File: src/design/ptdbd_regs.svh
// Register offsets, block field positions, reset values and timing counts
`ifndef PTDBD_REGS_SVH
`define PTDBD_REGS_SVH
// -------------------------------------------------------------
// Register byte offsets
// -------------------------------------------------------------
`define PTDBD_ADDR_CTRL 4'h0
`define PTDBD_ADDR_STATUS 4'h4
`define PTDBD_ADDR_BLK_CNT 4'h8
`define PTDBD_ADDR_DIFF_CNT 4'hc
`define PTDBD_CTRL_ENABLE 0
`define PTDBD_CTRL_CLEAR 1
`define PTDBD_CTRL_RESET 32'h00000001
`define PTDBD_STAT_BUSY 2
// -------------------------------------------------------------
// Block word fields
// -------------------------------------------------------------
`define PTDBD_RED_HI 63
`define PTDBD_RED_LO 59
`define PTDBD_RDELTA_HI 58
`define PTDBD_RDELTA_LO 56
`define PTDBD_GRN_HI 55
`define PTDBD_GRN_LO 51
`define PTDBD_GDELTA_HI 50
`define PTDBD_GDELTA_LO 48
`define PTDBD_BLU_HI 47
`define PTDBD_BLU_LO 43
`define PTDBD_BDELTA_HI 42
`define PTDBD_BDELTA_LO 40
`define PTDBD_SEL1_HI 39
`define PTDBD_SEL1_LO 37
`define PTDBD_SEL2_HI 36
`define PTDBD_SEL2_LO 34
`define PTDBD_SOLID_BIT 33
`define PTDBD_SPLIT_BIT 32
`define PTDBD_IDX_MSB_BASE 16
`define PTDBD_IDX_LSB_BASE 0
// -------------------------------------------------------------
// Timing
// -------------------------------------------------------------
`define PTDBD_LATENCY 2
`endif

File: src/design/ptdbd_pkg.sv
// Types shared by the decoder modules
package ptdbd_pkg;
  typedef enum logic [1:0] {
    PTDBD_MODE_DIFF = 2'b00,
    PTDBD_MODE_T = 2'b01,
    PTDBD_MODE_H = 2'b10,
    PTDBD_MODE_PLANAR = 2'b11
  } ptdbd_mode_t;
  typedef logic [7:0] ptdbd_mag_t;
  // Large magnitude of each modifier quadruple
  function automatic ptdbd_mag_t ptdbd_big(input logic [2:0] sel);
    unique case (sel)
      3'h0: ptdbd_big = 8'h08;
      3'h1: ptdbd_big = 8'h11;
      3'h2: ptdbd_big = 8'h1d;
      3'h3: ptdbd_big = 8'h2a;
      3'h4: ptdbd_big = 8'h3c;
      3'h5: ptdbd_big = 8'h50;
      3'h6: ptdbd_big = 8'h6a;
      3'h7: ptdbd_big = 8'hb7;
    endcase
  endfunction : ptdbd_big
  // Small magnitude of each modifier quadruple
  function automatic ptdbd_mag_t ptdbd_small(input logic [2:0] sel);
    unique case (sel)
      3'h0: ptdbd_small = 8'h02;
      3'h1: ptdbd_small = 8'h05;
      3'h2: ptdbd_small = 8'h09;
      3'h3: ptdbd_small = 8'h0d;
      3'h4: ptdbd_small = 8'h12;
      3'h5: ptdbd_small = 8'h18;
      3'h6: ptdbd_small = 8'h21;
      3'h7: ptdbd_small = 8'h2f;
    endcase
  endfunction : ptdbd_small
endpackage : ptdbd_pkg

File: src/design/ptdbd_tex_if.sv
// Per-texel carrier between the block decoder and its texel units
`timescale 1ns/100ps
interface ptdbd_tex_if;
  logic [23:0] base;
  logic [7:0] big;
  logic [7:0] small_mag;
  logic [1:0] idx;
  logic solid;
  logic [31:0] rgba;
  modport drv (output base, output big, output small_mag, output idx, output solid, input rgba);
  modport calc (input base, input big, input small_mag, input idx, input solid, output rgba);
endinterface : ptdbd_tex_if

File: src/design/ptdbd_top.sv
// Punch-through block decoder: mode select, differential decode, registers
//
// Design decisions made here: the Avalon-MM slave port and the address map.
`timescale 1ns/100ps
`include "ptdbd_regs.svh"
module ptdbd_top (
  input wire logic i_clk_sys,
  input wire logic i_rstn,
  input wire logic i_blk_valid,
  input wire logic [63:0] i_blk_word,
  output logic o_tex_valid,
  output logic [511:0] o_texels,
  output logic [1:0] o_mode,
  input wire logic [3:0] i_avs_address,
  input wire logic i_avs_read,
  input wire logic i_avs_write,
  input wire logic [31:0] i_avs_writedata,
  input wire logic [3:0] i_avs_byteenable,
  output logic [31:0] o_avs_readdata,
  output logic o_avs_waitrequest
);
  // -----------------------------------------------------------
  // Declarations
  // -----------------------------------------------------------
  logic [31:0] ctrl_q;
  logic ack_q;
  logic [31:0] rdata_q;
  logic [31:0] blk_cnt_q;
  logic [31:0] diff_cnt_q;
  logic [1:0] last_mode_q;
  logic take;
  logic wr_now;
  logic clr;
  logic stg1_vld_q;
  logic [63:0] word_q;
  ptdbd_pkg::ptdbd_mode_t mode_d;
  ptdbd_pkg::ptdbd_mode_t mode_q;
  logic [23:0] base1_d;
  logic [23:0] base2_d;
  logic [23:0] base1_q;
  logic [23:0] base2_q;
  logic [5:0] rsum;
  logic [5:0] gsum;
  logic [5:0] bsum;
  logic [4:0] red;
  logic [4:0] grn;
  logic [4:0] blu;
  logic [2:0] red_delta;
  logic [2:0] green_delta;
  logic [2:0] blue_delta;
  logic [2:0] first_half_intensity_select;
  logic [2:0] second_half_intensity_select;
  logic alpha_solid_flag;
  logic split_orientation_bit;
  logic [511:0] tex_d;
  logic [511:0] tex_q;
  logic stg2_vld_q;
  logic [1:0] mode2_q;
  logic [31:0] rdata_d;
  logic [31:0] blk_cnt_d;
  logic [31:0] diff_cnt_d;
  logic busy;

  // -----------------------------------------------------------
  // Avalon-MM slave handshake
  // -----------------------------------------------------------
  // Every access waits one cycle; data and write land when
  // waitrequest drops.
  assign take = (i_avs_read || i_avs_write) && !ack_q;
  assign o_avs_waitrequest = (i_avs_read || i_avs_write) && !ack_q;
  assign wr_now = i_avs_write && ack_q;

  always_ff @(posedge i_clk_sys) begin
    if (!i_rstn) begin
      ack_q <= 1'b0;
    end else begin
      ack_q <= take;
    end
  end

  // -----------------------------------------------------------
  // Control register
  // -----------------------------------------------------------
  always_ff @(posedge i_clk_sys) begin
    if (!i_rstn) begin
      ctrl_q <= `PTDBD_CTRL_RESET;
    end else if (wr_now && i_avs_address == `PTDBD_ADDR_CTRL) begin
      if (i_avs_byteenable[0]) begin
        ctrl_q[`PTDBD_CTRL_ENABLE] <= i_avs_writedata[`PTDBD_CTRL_ENABLE];
      end
    end
  end

  // Clear is a write strobe only, it never stores
  assign clr = wr_now && i_avs_address == `PTDBD_ADDR_CTRL &&
    i_avs_byteenable[0] && i_avs_writedata[`PTDBD_CTRL_CLEAR];

  // -----------------------------------------------------------
  // Read data
  // -----------------------------------------------------------
  // Busy while a block is still inside the pipeline
  assign busy = stg1_vld_q || stg2_vld_q;

  always_comb begin
    unique case (i_avs_address)
      `PTDBD_ADDR_CTRL: begin
        rdata_d = {31'h00000000, ctrl_q[`PTDBD_CTRL_ENABLE]};
      end
      `PTDBD_ADDR_STATUS: begin
        rdata_d = {29'h00000000, busy, last_mode_q};
      end
      `PTDBD_ADDR_BLK_CNT: begin
        rdata_d = blk_cnt_q;
      end
      `PTDBD_ADDR_DIFF_CNT: begin
        rdata_d = diff_cnt_q;
      end
      default: begin
        rdata_d = 32'h00000000;
      end
    endcase
  end

  // Captured on the waiting cycle, so it stands while waitrequest
  // is low.
  always_ff @(posedge i_clk_sys) begin
    if (!i_rstn) begin
      rdata_q <= 32'h00000000;
    end else if (take && i_avs_read) begin
      rdata_q <= rdata_d;
    end
  end

  assign o_avs_readdata = rdata_q;

  // -----------------------------------------------------------
  // Block statistics
  // -----------------------------------------------------------
  // A block arriving with a clear counts after the clear.
  always_comb begin
    blk_cnt_d = clr ? 32'h00000000 : blk_cnt_q;
    if (stg1_vld_q) begin
      blk_cnt_d = blk_cnt_d + 32'h00000001;
    end
  end

  always_comb begin
    diff_cnt_d = clr ? 32'h00000000 : diff_cnt_q;
    if (stg1_vld_q && mode_q == ptdbd_pkg::PTDBD_MODE_DIFF) begin
      diff_cnt_d = diff_cnt_d + 32'h00000001;
    end
  end

  always_ff @(posedge i_clk_sys) begin
    if (!i_rstn) begin
      blk_cnt_q <= 32'h00000000;
    end else begin
      blk_cnt_q <= blk_cnt_d;
    end
  end

  always_ff @(posedge i_clk_sys) begin
    if (!i_rstn) begin
      diff_cnt_q <= 32'h00000000;
    end else begin
      diff_cnt_q <= diff_cnt_d;
    end
  end

  always_ff @(posedge i_clk_sys) begin
    if (!i_rstn) begin
      last_mode_q <= 2'b00;
    end else if (stg1_vld_q) begin
      last_mode_q <= mode_q;
    end
  end

  // -----------------------------------------------------------
  // Field extraction
  // -----------------------------------------------------------
  assign red = i_blk_word[`PTDBD_RED_HI:`PTDBD_RED_LO];
  assign grn = i_blk_word[`PTDBD_GRN_HI:`PTDBD_GRN_LO];
  assign blu = i_blk_word[`PTDBD_BLU_HI:`PTDBD_BLU_LO];
  assign red_delta = i_blk_word[`PTDBD_RDELTA_HI:`PTDBD_RDELTA_LO];
  assign green_delta = i_blk_word[`PTDBD_GDELTA_HI:`PTDBD_GDELTA_LO];
  assign blue_delta = i_blk_word[`PTDBD_BDELTA_HI:`PTDBD_BDELTA_LO];

  // Six-bit sums: bit 5 set means outside 0..31
  assign rsum = {1'b0, red} + {{3{red_delta[2]}}, red_delta};
  assign gsum = {1'b0, grn} + {{3{green_delta[2]}}, green_delta};
  assign bsum = {1'b0, blu} + {{3{blue_delta[2]}}, blue_delta};

  // -----------------------------------------------------------
  // Mode selection
  // -----------------------------------------------------------
  always_comb begin
    if (rsum[5]) begin
      mode_d = ptdbd_pkg::PTDBD_MODE_T;
    end else if (gsum[5]) begin
      mode_d = ptdbd_pkg::PTDBD_MODE_H;
    end else if (bsum[5]) begin
      mode_d = ptdbd_pkg::PTDBD_MODE_PLANAR;
    end else begin
      mode_d = ptdbd_pkg::PTDBD_MODE_DIFF;
    end
  end

  // -----------------------------------------------------------
  // Base colours
  // -----------------------------------------------------------
  // Widen by copying the top three bits below the field.
  // Low five bits of the sums are exact in differential mode.
  // Red in the top byte, blue in the low byte, the texel bus order without its alpha byte.
  assign base1_d = {red, red[4:2], grn, grn[4:2], blu, blu[4:2]};
  assign base2_d = {rsum[4:0], rsum[4:2], gsum[4:0], gsum[4:2],
    bsum[4:0], bsum[4:2]};

  // -----------------------------------------------------------
  // Stage 1: accept block
  // -----------------------------------------------------------
  // Blocks offered while disabled are dropped.
  always_ff @(posedge i_clk_sys) begin
    if (!i_rstn) begin
      stg1_vld_q <= 1'b0;
    end else begin
      stg1_vld_q <= i_blk_valid && ctrl_q[`PTDBD_CTRL_ENABLE];
    end
  end

  always_ff @(posedge i_clk_sys) begin
    if (!i_rstn) begin
      word_q <= 64'h0000000000000000;
      mode_q <= ptdbd_pkg::PTDBD_MODE_DIFF;
      base1_q <= 24'h000000;
      base2_q <= 24'h000000;
    end else if (i_blk_valid && ctrl_q[`PTDBD_CTRL_ENABLE]) begin
      word_q <= i_blk_word;
      mode_q <= mode_d;
      base1_q <= base1_d;
      base2_q <= base2_d;
    end
  end

  // -----------------------------------------------------------
  // Per-block controls
  // -----------------------------------------------------------
  assign first_half_intensity_select = word_q[`PTDBD_SEL1_HI:`PTDBD_SEL1_LO];
  assign second_half_intensity_select = word_q[`PTDBD_SEL2_HI:`PTDBD_SEL2_LO];
  assign alpha_solid_flag = word_q[`PTDBD_SOLID_BIT];
  assign split_orientation_bit = word_q[`PTDBD_SPLIT_BIT];

  // -----------------------------------------------------------
  // Texel units
  // -----------------------------------------------------------
  // Texels a..p run down each column; texel t sits in column
  // t/4, row t%4.
  for (genvar t = 0; t < 16; t++) begin : g_tex
    logic second;
    logic [2:0] sel;
    ptdbd_tex_if tif ();

    // Column split when clear, row split when set
    assign second = split_orientation_bit ? ((t % 4) >= 2) : (t >= 8);
    assign sel = second ? second_half_intensity_select
      : first_half_intensity_select;
    assign tif.base = second ? base2_q : base1_q;
    assign tif.big = ptdbd_pkg::ptdbd_big(sel);
    // Small entries of the transparent set are zero
    assign tif.small_mag = alpha_solid_flag ? ptdbd_pkg::ptdbd_small(sel)
      : 8'h00;
    assign tif.solid = alpha_solid_flag;
    // Same bit pair for a texel whatever the split
    assign tif.idx = {word_q[`PTDBD_IDX_MSB_BASE + t],
      word_q[`PTDBD_IDX_LSB_BASE + t]};

    ptdbd_texel u_texel (
      .io(tif.calc)
    );

    // Only differential blocks are reconstructed here
    assign tex_d[t*32 +: 32] = mode_q == ptdbd_pkg::PTDBD_MODE_DIFF
      ? tif.rgba : 32'h00000000;
  end

  // -----------------------------------------------------------
  // Stage 2: output texels
  // -----------------------------------------------------------
  always_ff @(posedge i_clk_sys) begin
    if (!i_rstn) begin
      stg2_vld_q <= 1'b0;
    end else begin
      stg2_vld_q <= stg1_vld_q;
    end
  end

  always_ff @(posedge i_clk_sys) begin
    if (!i_rstn) begin
      tex_q <= '0;
      mode2_q <= 2'b00;
    end else if (stg1_vld_q) begin
      tex_q <= tex_d;
      mode2_q <= mode_q;
    end
  end

  assign o_tex_valid = stg2_vld_q;
  assign o_texels = tex_q;
  assign o_mode = mode2_q;

endmodule : ptdbd_top

File: src/design/ptdbd_texel.sv
// One texel: modifier pick, add, clamp and punch-through alpha
`timescale 1ns/100ps
module ptdbd_texel (
  ptdbd_tex_if.calc io
);
  logic signed [9:0] mod;
  logic punch;
  // -----------------------------------------------------------
  // Modifier from index
  // -----------------------------------------------------------
  always_comb begin
    unique case (io.idx)
      2'b11: mod = -$signed({2'b00, io.big});
      2'b01: mod = $signed({2'b00, io.big});
      2'b10: mod = io.solid ? -$signed({2'b00, io.small_mag}) : 10'sh000;
      2'b00: mod = io.solid ? $signed({2'b00, io.small_mag}) : 10'sh000;
    endcase
  end
  assign punch = !io.solid && io.idx == 2'b10;
  // -----------------------------------------------------------
  // Channel add and clamp
  // -----------------------------------------------------------
  for (genvar c = 0; c < 3; c++) begin : g_chan
    logic signed [9:0] sum;
    assign sum = $signed({2'b00, io.base[c*8 +: 8]}) + mod;
    assign io.rgba[8 + c*8 +: 8] = punch ? 8'h00 :
      sum < 10'sh000 ? 8'h00 : sum > 10'sh0ff ? 8'hff : sum[7:0];
  end
  assign io.rgba[7:0] = punch ? 8'h00 : 8'hff;
endmodule : ptdbd_texel

File: config.mk
export PLATFORM = sky130hd
export DESIGN_NAME = ptdbd_top
export DESIGN_NICKNAME = d
export VERILOG_FILES = /design/src/design/ptdbd_pkg.sv /design/src/design/ptdbd_tex_if.sv /design/src/design/ptdbd_top.sv /design/src/design/ptdbd_texel.sv
export VERILOG_INCLUDE_DIRS = /design/src /design/src/design
export SDC_FILE = /design/constraint.sdc
export NUM_CORES = 2
export LEC_CHECK = 0
export ABC_CLOCK_PERIOD_IN_PS = 11100
export BUFFER_PORTS_ARGS = -buffer_cell sky130_fd_sc_hd__buf_2
export CORE_MARGIN = 3
export CORE_UTILIZATION = 40
export DETAILED_ROUTE_END_ITERATION = 10
export PLACE_DENSITY = 0.68
export SYNTH_ARGS = -nofsm -noshare
export SYNTH_HDL_FRONTEND = slang
export SYNTH_SLANG_ARGS = --single-unit
File: constraint.sdc
create_clock -name i_clk_sys -period 11.1 [get_ports i_clk_sys]
set_clock_uncertainty 0.05 [all_clocks]
set_input_delay 2.22 -clock i_clk_sys [delete_from_list [all_inputs] [get_ports i_clk_sys]]
set_output_delay 2.22 -clock i_clk_sys [all_outputs]
set_load 0.05 [all_outputs]
==> results by group <==
Status
  • Run status: finished clean

Cells and area
  • Core utilization of the finished layout: 0.4624
  • Top library cells by usage in the layout, fill and taps aside: sky130_fd_sc_hd__nand2_1, sky130_fd_sc_hd__nor2_1, sky130_fd_sc_hd__buf_2
  • Number of fillers in the final layout: 11112
  • Leading cell type in the layout, fill and taps excluded: sky130_fd_sc_hd__nand2_1
  • Signed area change from the synthesized netlist to the final layout: 13.84%
  • Nets: 6863
  • Layout cell share with drive strength beyond 1: 0.1563

Pwr
  • Switching power summed over all nets: 2.488 mW
  • Leak pwr: 23.21 nW
  • Clock network power share: 0.391
  • Proportion of power drawn by flip-flops and latches: 0.345
  • Total power consumption of the routed design: 6.936 mW
  • Maximum ir drop on the vdd rail: 0.1275 mV
  • Fraction of power spent switching nets: 0.3588
  • Combinational fraction of design power: 0.265
  • Pwr Density: 132.2 mW/mm^2
  • Internal power: 4.447 mW

Floorplan
  • Count of boundary I/O pins: 657
  • DIE AREA: 0.1193 mm^2
  • Initial Utilization: 0.4062
  • # rows: 123
  • Area of the placeable core: 0.1134 mm^2
  • Floorplan die width: 345.4 um
  • Die outline height: 345.4 um

Placement
  • Port-buffer cells: 623
  • Gp weighted congestion: 0.9753
  • DPL Wire Length: 122700 um

Timing
  • Sum Neg Setup Slack: 0 ns
  • Slew Limit Headroom: 0.2125
  • RSZ-0062 raised after global routing: no
  • Max Slew Vio Count: 0
  • Final cycle utilization of the critical path: 0.5924
  • Final hold violation count: 0
  • Highest achievable clock rate: 0.1521 GHz
  • Final critical delay including setup and external delays: 6.576 ns
  • Final setup vio count: 0
  • Slew at the pin closest to its max-slew limit: 1.181 ns

Synth
  • Number of enable flip-flop cells after synthesis: 0
  • Number of different library cells in the post-synthesis netlist: 99
  • Total of flip-flops plus latches after synthesis: 602
  • Dominant register cell in the synthesized netlist: sky130_fd_sc_hd__dfxtp_1
  • Synthesized area per cell: 7.859 um^2
  • Yosys synthesis warning count: 0
  • Sequential fraction of the synthesis area: 0.2616
  • Synthesized net count: 6453
  • Async S/R FF share, synth: 0
  • Gate count of the mapped netlist: 5862
  • Combined area of all synthesized cells: 0.04607 mm^2

Route
  • Mean number of vias per cell: 5.685
  • Drt first pass iters: 6
  • Starting DRC count in detailed routing: 3821
  • Post-detailed-route count of antenna-violating nets: 0
  • Drt drc: 0
  • Via total after detailed routing: 44561
  • Post-detailed-route wirelength per cell: 20.99 um
  • Routed wire length: 164500 um

Global route
  • Total global routing track utilization: 0.2616
  • Initial antenna violation count: 5
  • Global-route wire length before repair: 247400 um
  • Number of global-route vias before repair: 41487
  • Total overflow reported by the global router: 0
  • Maximum number of pins on one net before global-route repair: 207

Critical path
  • Crit end category: flip-flop
  • Critical Path Start Type: flip-flop
  • Kind of critical path: flip-flop to flip-flop
  • Worst path required time: 11.55 ns
  • Data arrival time of the critical path: 7.02 ns
  • Maximum fanout count along the critical path: 46
  • Highest cell delay on the worst timing path: 0.69 ns
  • Slowest-stage cell, CP: sky130_fd_sc_hd__o21ai_0
  • Cell-by-cell trace of the critical path: buf_4 > mux2i_2 > ha_1 > nor2b_1 > mux2_2 > inv_1 > ha_1 > nand2_1 > mux2_2 > a21oi_1 > a21oi_1 > o21ai_0 > ha_1 > o21a_1 > o31a_1 > o311a_1 > o21ai_1 > mux2i_2 > a22oi_1
  • Cell repeated most along the worst path: sky130_fd_sc_hd__ha_1

CTS
  • Library cell used as clock root buffer: sky130_fd_sc_hd__clkbuf_16
  • Resized Gates After CTS: 0
  • Hold buffer count at CTS: 0
  • Postcts setup bufs: 0
  • Clock tree from TritonCTS: yes
  • Number of buffers inserted during clock tree synthesis: 75
  • Skew-Pair Late Insertion Delay: 0.67 ns
  • Clock sink total: 602
  • Clk buf depth: 3
  • # H-tree levels: 3
  • Clock transition time at the flip-flop clock pins of the worst setup and hold paths: 0.06 ns

Worst hold path
  • Worst min-delay path class: flip-flop to flip-flop

Flow run
  • Number of max-cap violations: 0
-- power by group through the flow --
stage	clock network, mW	registers (mW)	logic [mW]
after global placement	0	2.43	1.79
after detailed placement	0	2.43	1.81
after floorplan	0	2.56	1.20
after global routing	2.85	2.40	1.99
final	2.71	2.39	1.83
after CTS	2.77	2.39	1.82
-- per-layer routing --
layer,up-vias,GRT usage,wire length [um]
met3,314,0.04499,12500
met4,4,0.09986,6436
met5,-,0,23
met1,20962,0.3455,70890
met2,1749,0.4255,74690
li1,21532,-,-
-- cell families after synthesis --
group | after synthesis | synth area share
fa+ha+maj | 482 | 0.1392
compound gates | 1739 | 0.2433
simple gates | 2066 | 0.1963
flops | 602 | 0.2616
mux | 133 | 0.04014
buf+inv | 483 | 0.04932
xor+xnor | 357 | 0.07015
-- final timing paths --
| kind | start | end | depth (start not counted) | slack, ns |
|---|---|---|---|---|
| setup reg to reg | word_q[32]$_SDFFE_PN0P_ | o_texels[247]$_SDFFE_PN0P_ | 19 | 4.52 |
| setup / recovery | word_q[32]$_SDFFE_PN0P_ | o_texels[247]$_SDFFE_PN0P_ | 19 | 4.52 |
| hold reg to reg | o_texels[204]$_SDFFE_PN0P_ | o_texels[204]$_SDFFE_PN0P_ | 2 | 0.39 |
| hold / removal | o_texels[204]$_SDFFE_PN0P_ | o_texels[204]$_SDFFE_PN0P_ | 2 | 0.39 |
-- area by class of cell --
class | count | area [um^2] | area share
well taps | 1500 | 1877 | 0.03578
inverters | 162 | 609.3 | 0.01162
diodes | 4 | 10.01 | 0.0001908
repair buffers | 654 | 3378 | 0.06441
flip-flops and latches | 602 | 12050 | 0.2298
multi-input cells | 4777 | 31770 | 0.6057
clock buffers | 96 | 2086 | 0.03977
clock inverters | 43 | 666.9 | 0.01272
-- synth_stat cells, drive strengths merged, types with 9 or more instances --
master	count	area, um^2
nand3	53	280.3
or2	42	262.8
or3	50	312.8
o211ai	20	170.2
o31ai	32	254.0
ha	431	5393
a22o	25	219.0
nor3	82	431.7
o31a	24	210.2
o22ai	32	200.2
mux2i	80	1057
a32o	9	90.09
mux4	17	382.9
nand2b	37	231.5
nor4	12	75.07
mux2	36	409.1
o21bai	34	255.2
nand4	25	156.4
nand2	896	3363
o21ai	611	3092
and2	80	500.5
nor2	642	2425
fa	51	1021
o41ai	39	360.4
a21boi	67	503.0
a31o	9	78.83
a22oi	126	945.9
nand3b	13	97.59
a211oi	120	905.9
o2111ai	13	113.9
clkbuf	186	699.4
dfxtp	602	12050
buf	135	963.4
inv	154	578.1
o21ba	11	110.1
o21a	105	788.3
xnor2	218	2014
and3	31	193.9
a21oi	308	1564
a21o	82	615.6
a31oi	27	235.2
nor2b	73	461.7
o311a	10	100.1
xor2	139	1217
-- critical path: cells and delay by family (launching register included) --
family / cells / cell delay [ns]
AOI/OAI and AO/OA: 8 / 2.21
muxes: 4 / 1.64
adders and majority gates: 3 / 1.01
buffers and inverters: 2 / 0.65
DFF: 1 / 0.56
and+or+nand+nor: 2 / 0.25
-- stage by stage --
stage,area [um^2],instances,worst slack (ns),hold slack (ns)
global placement,49690,7695,4.704,0.3818
floorplan,46070,5862,5.918,0.4085
detailed placement,49690,7695,4.690,0.3865
CTS,52440,7834,4.643,0.3980
global route,52440,7836,4.151,0.4130
finish,52450,7838,4.524,0.3948
-- registers in the layout, indices dropped and copies added (netlist names), named ones only --
| register | count |
|---|---|
| base1_q | 15 |
| ack_q | 1 |
| blk_cnt_q | 32 |
| word_q | 40 |
| o_tex_valid | 1 |
| base2_q | 15 |
| ctrl_q | 1 |
| o_mode | 2 |
| o_texels | 400 |
| mode_q | 2 |
| o_avs_readdata | 32 |
| g_tex.tif.big | 16 |
| diff_cnt_q | 32 |
| stg1_vld_q | 1 |
No activity file was read; power rests on OpenSTA's default activity.
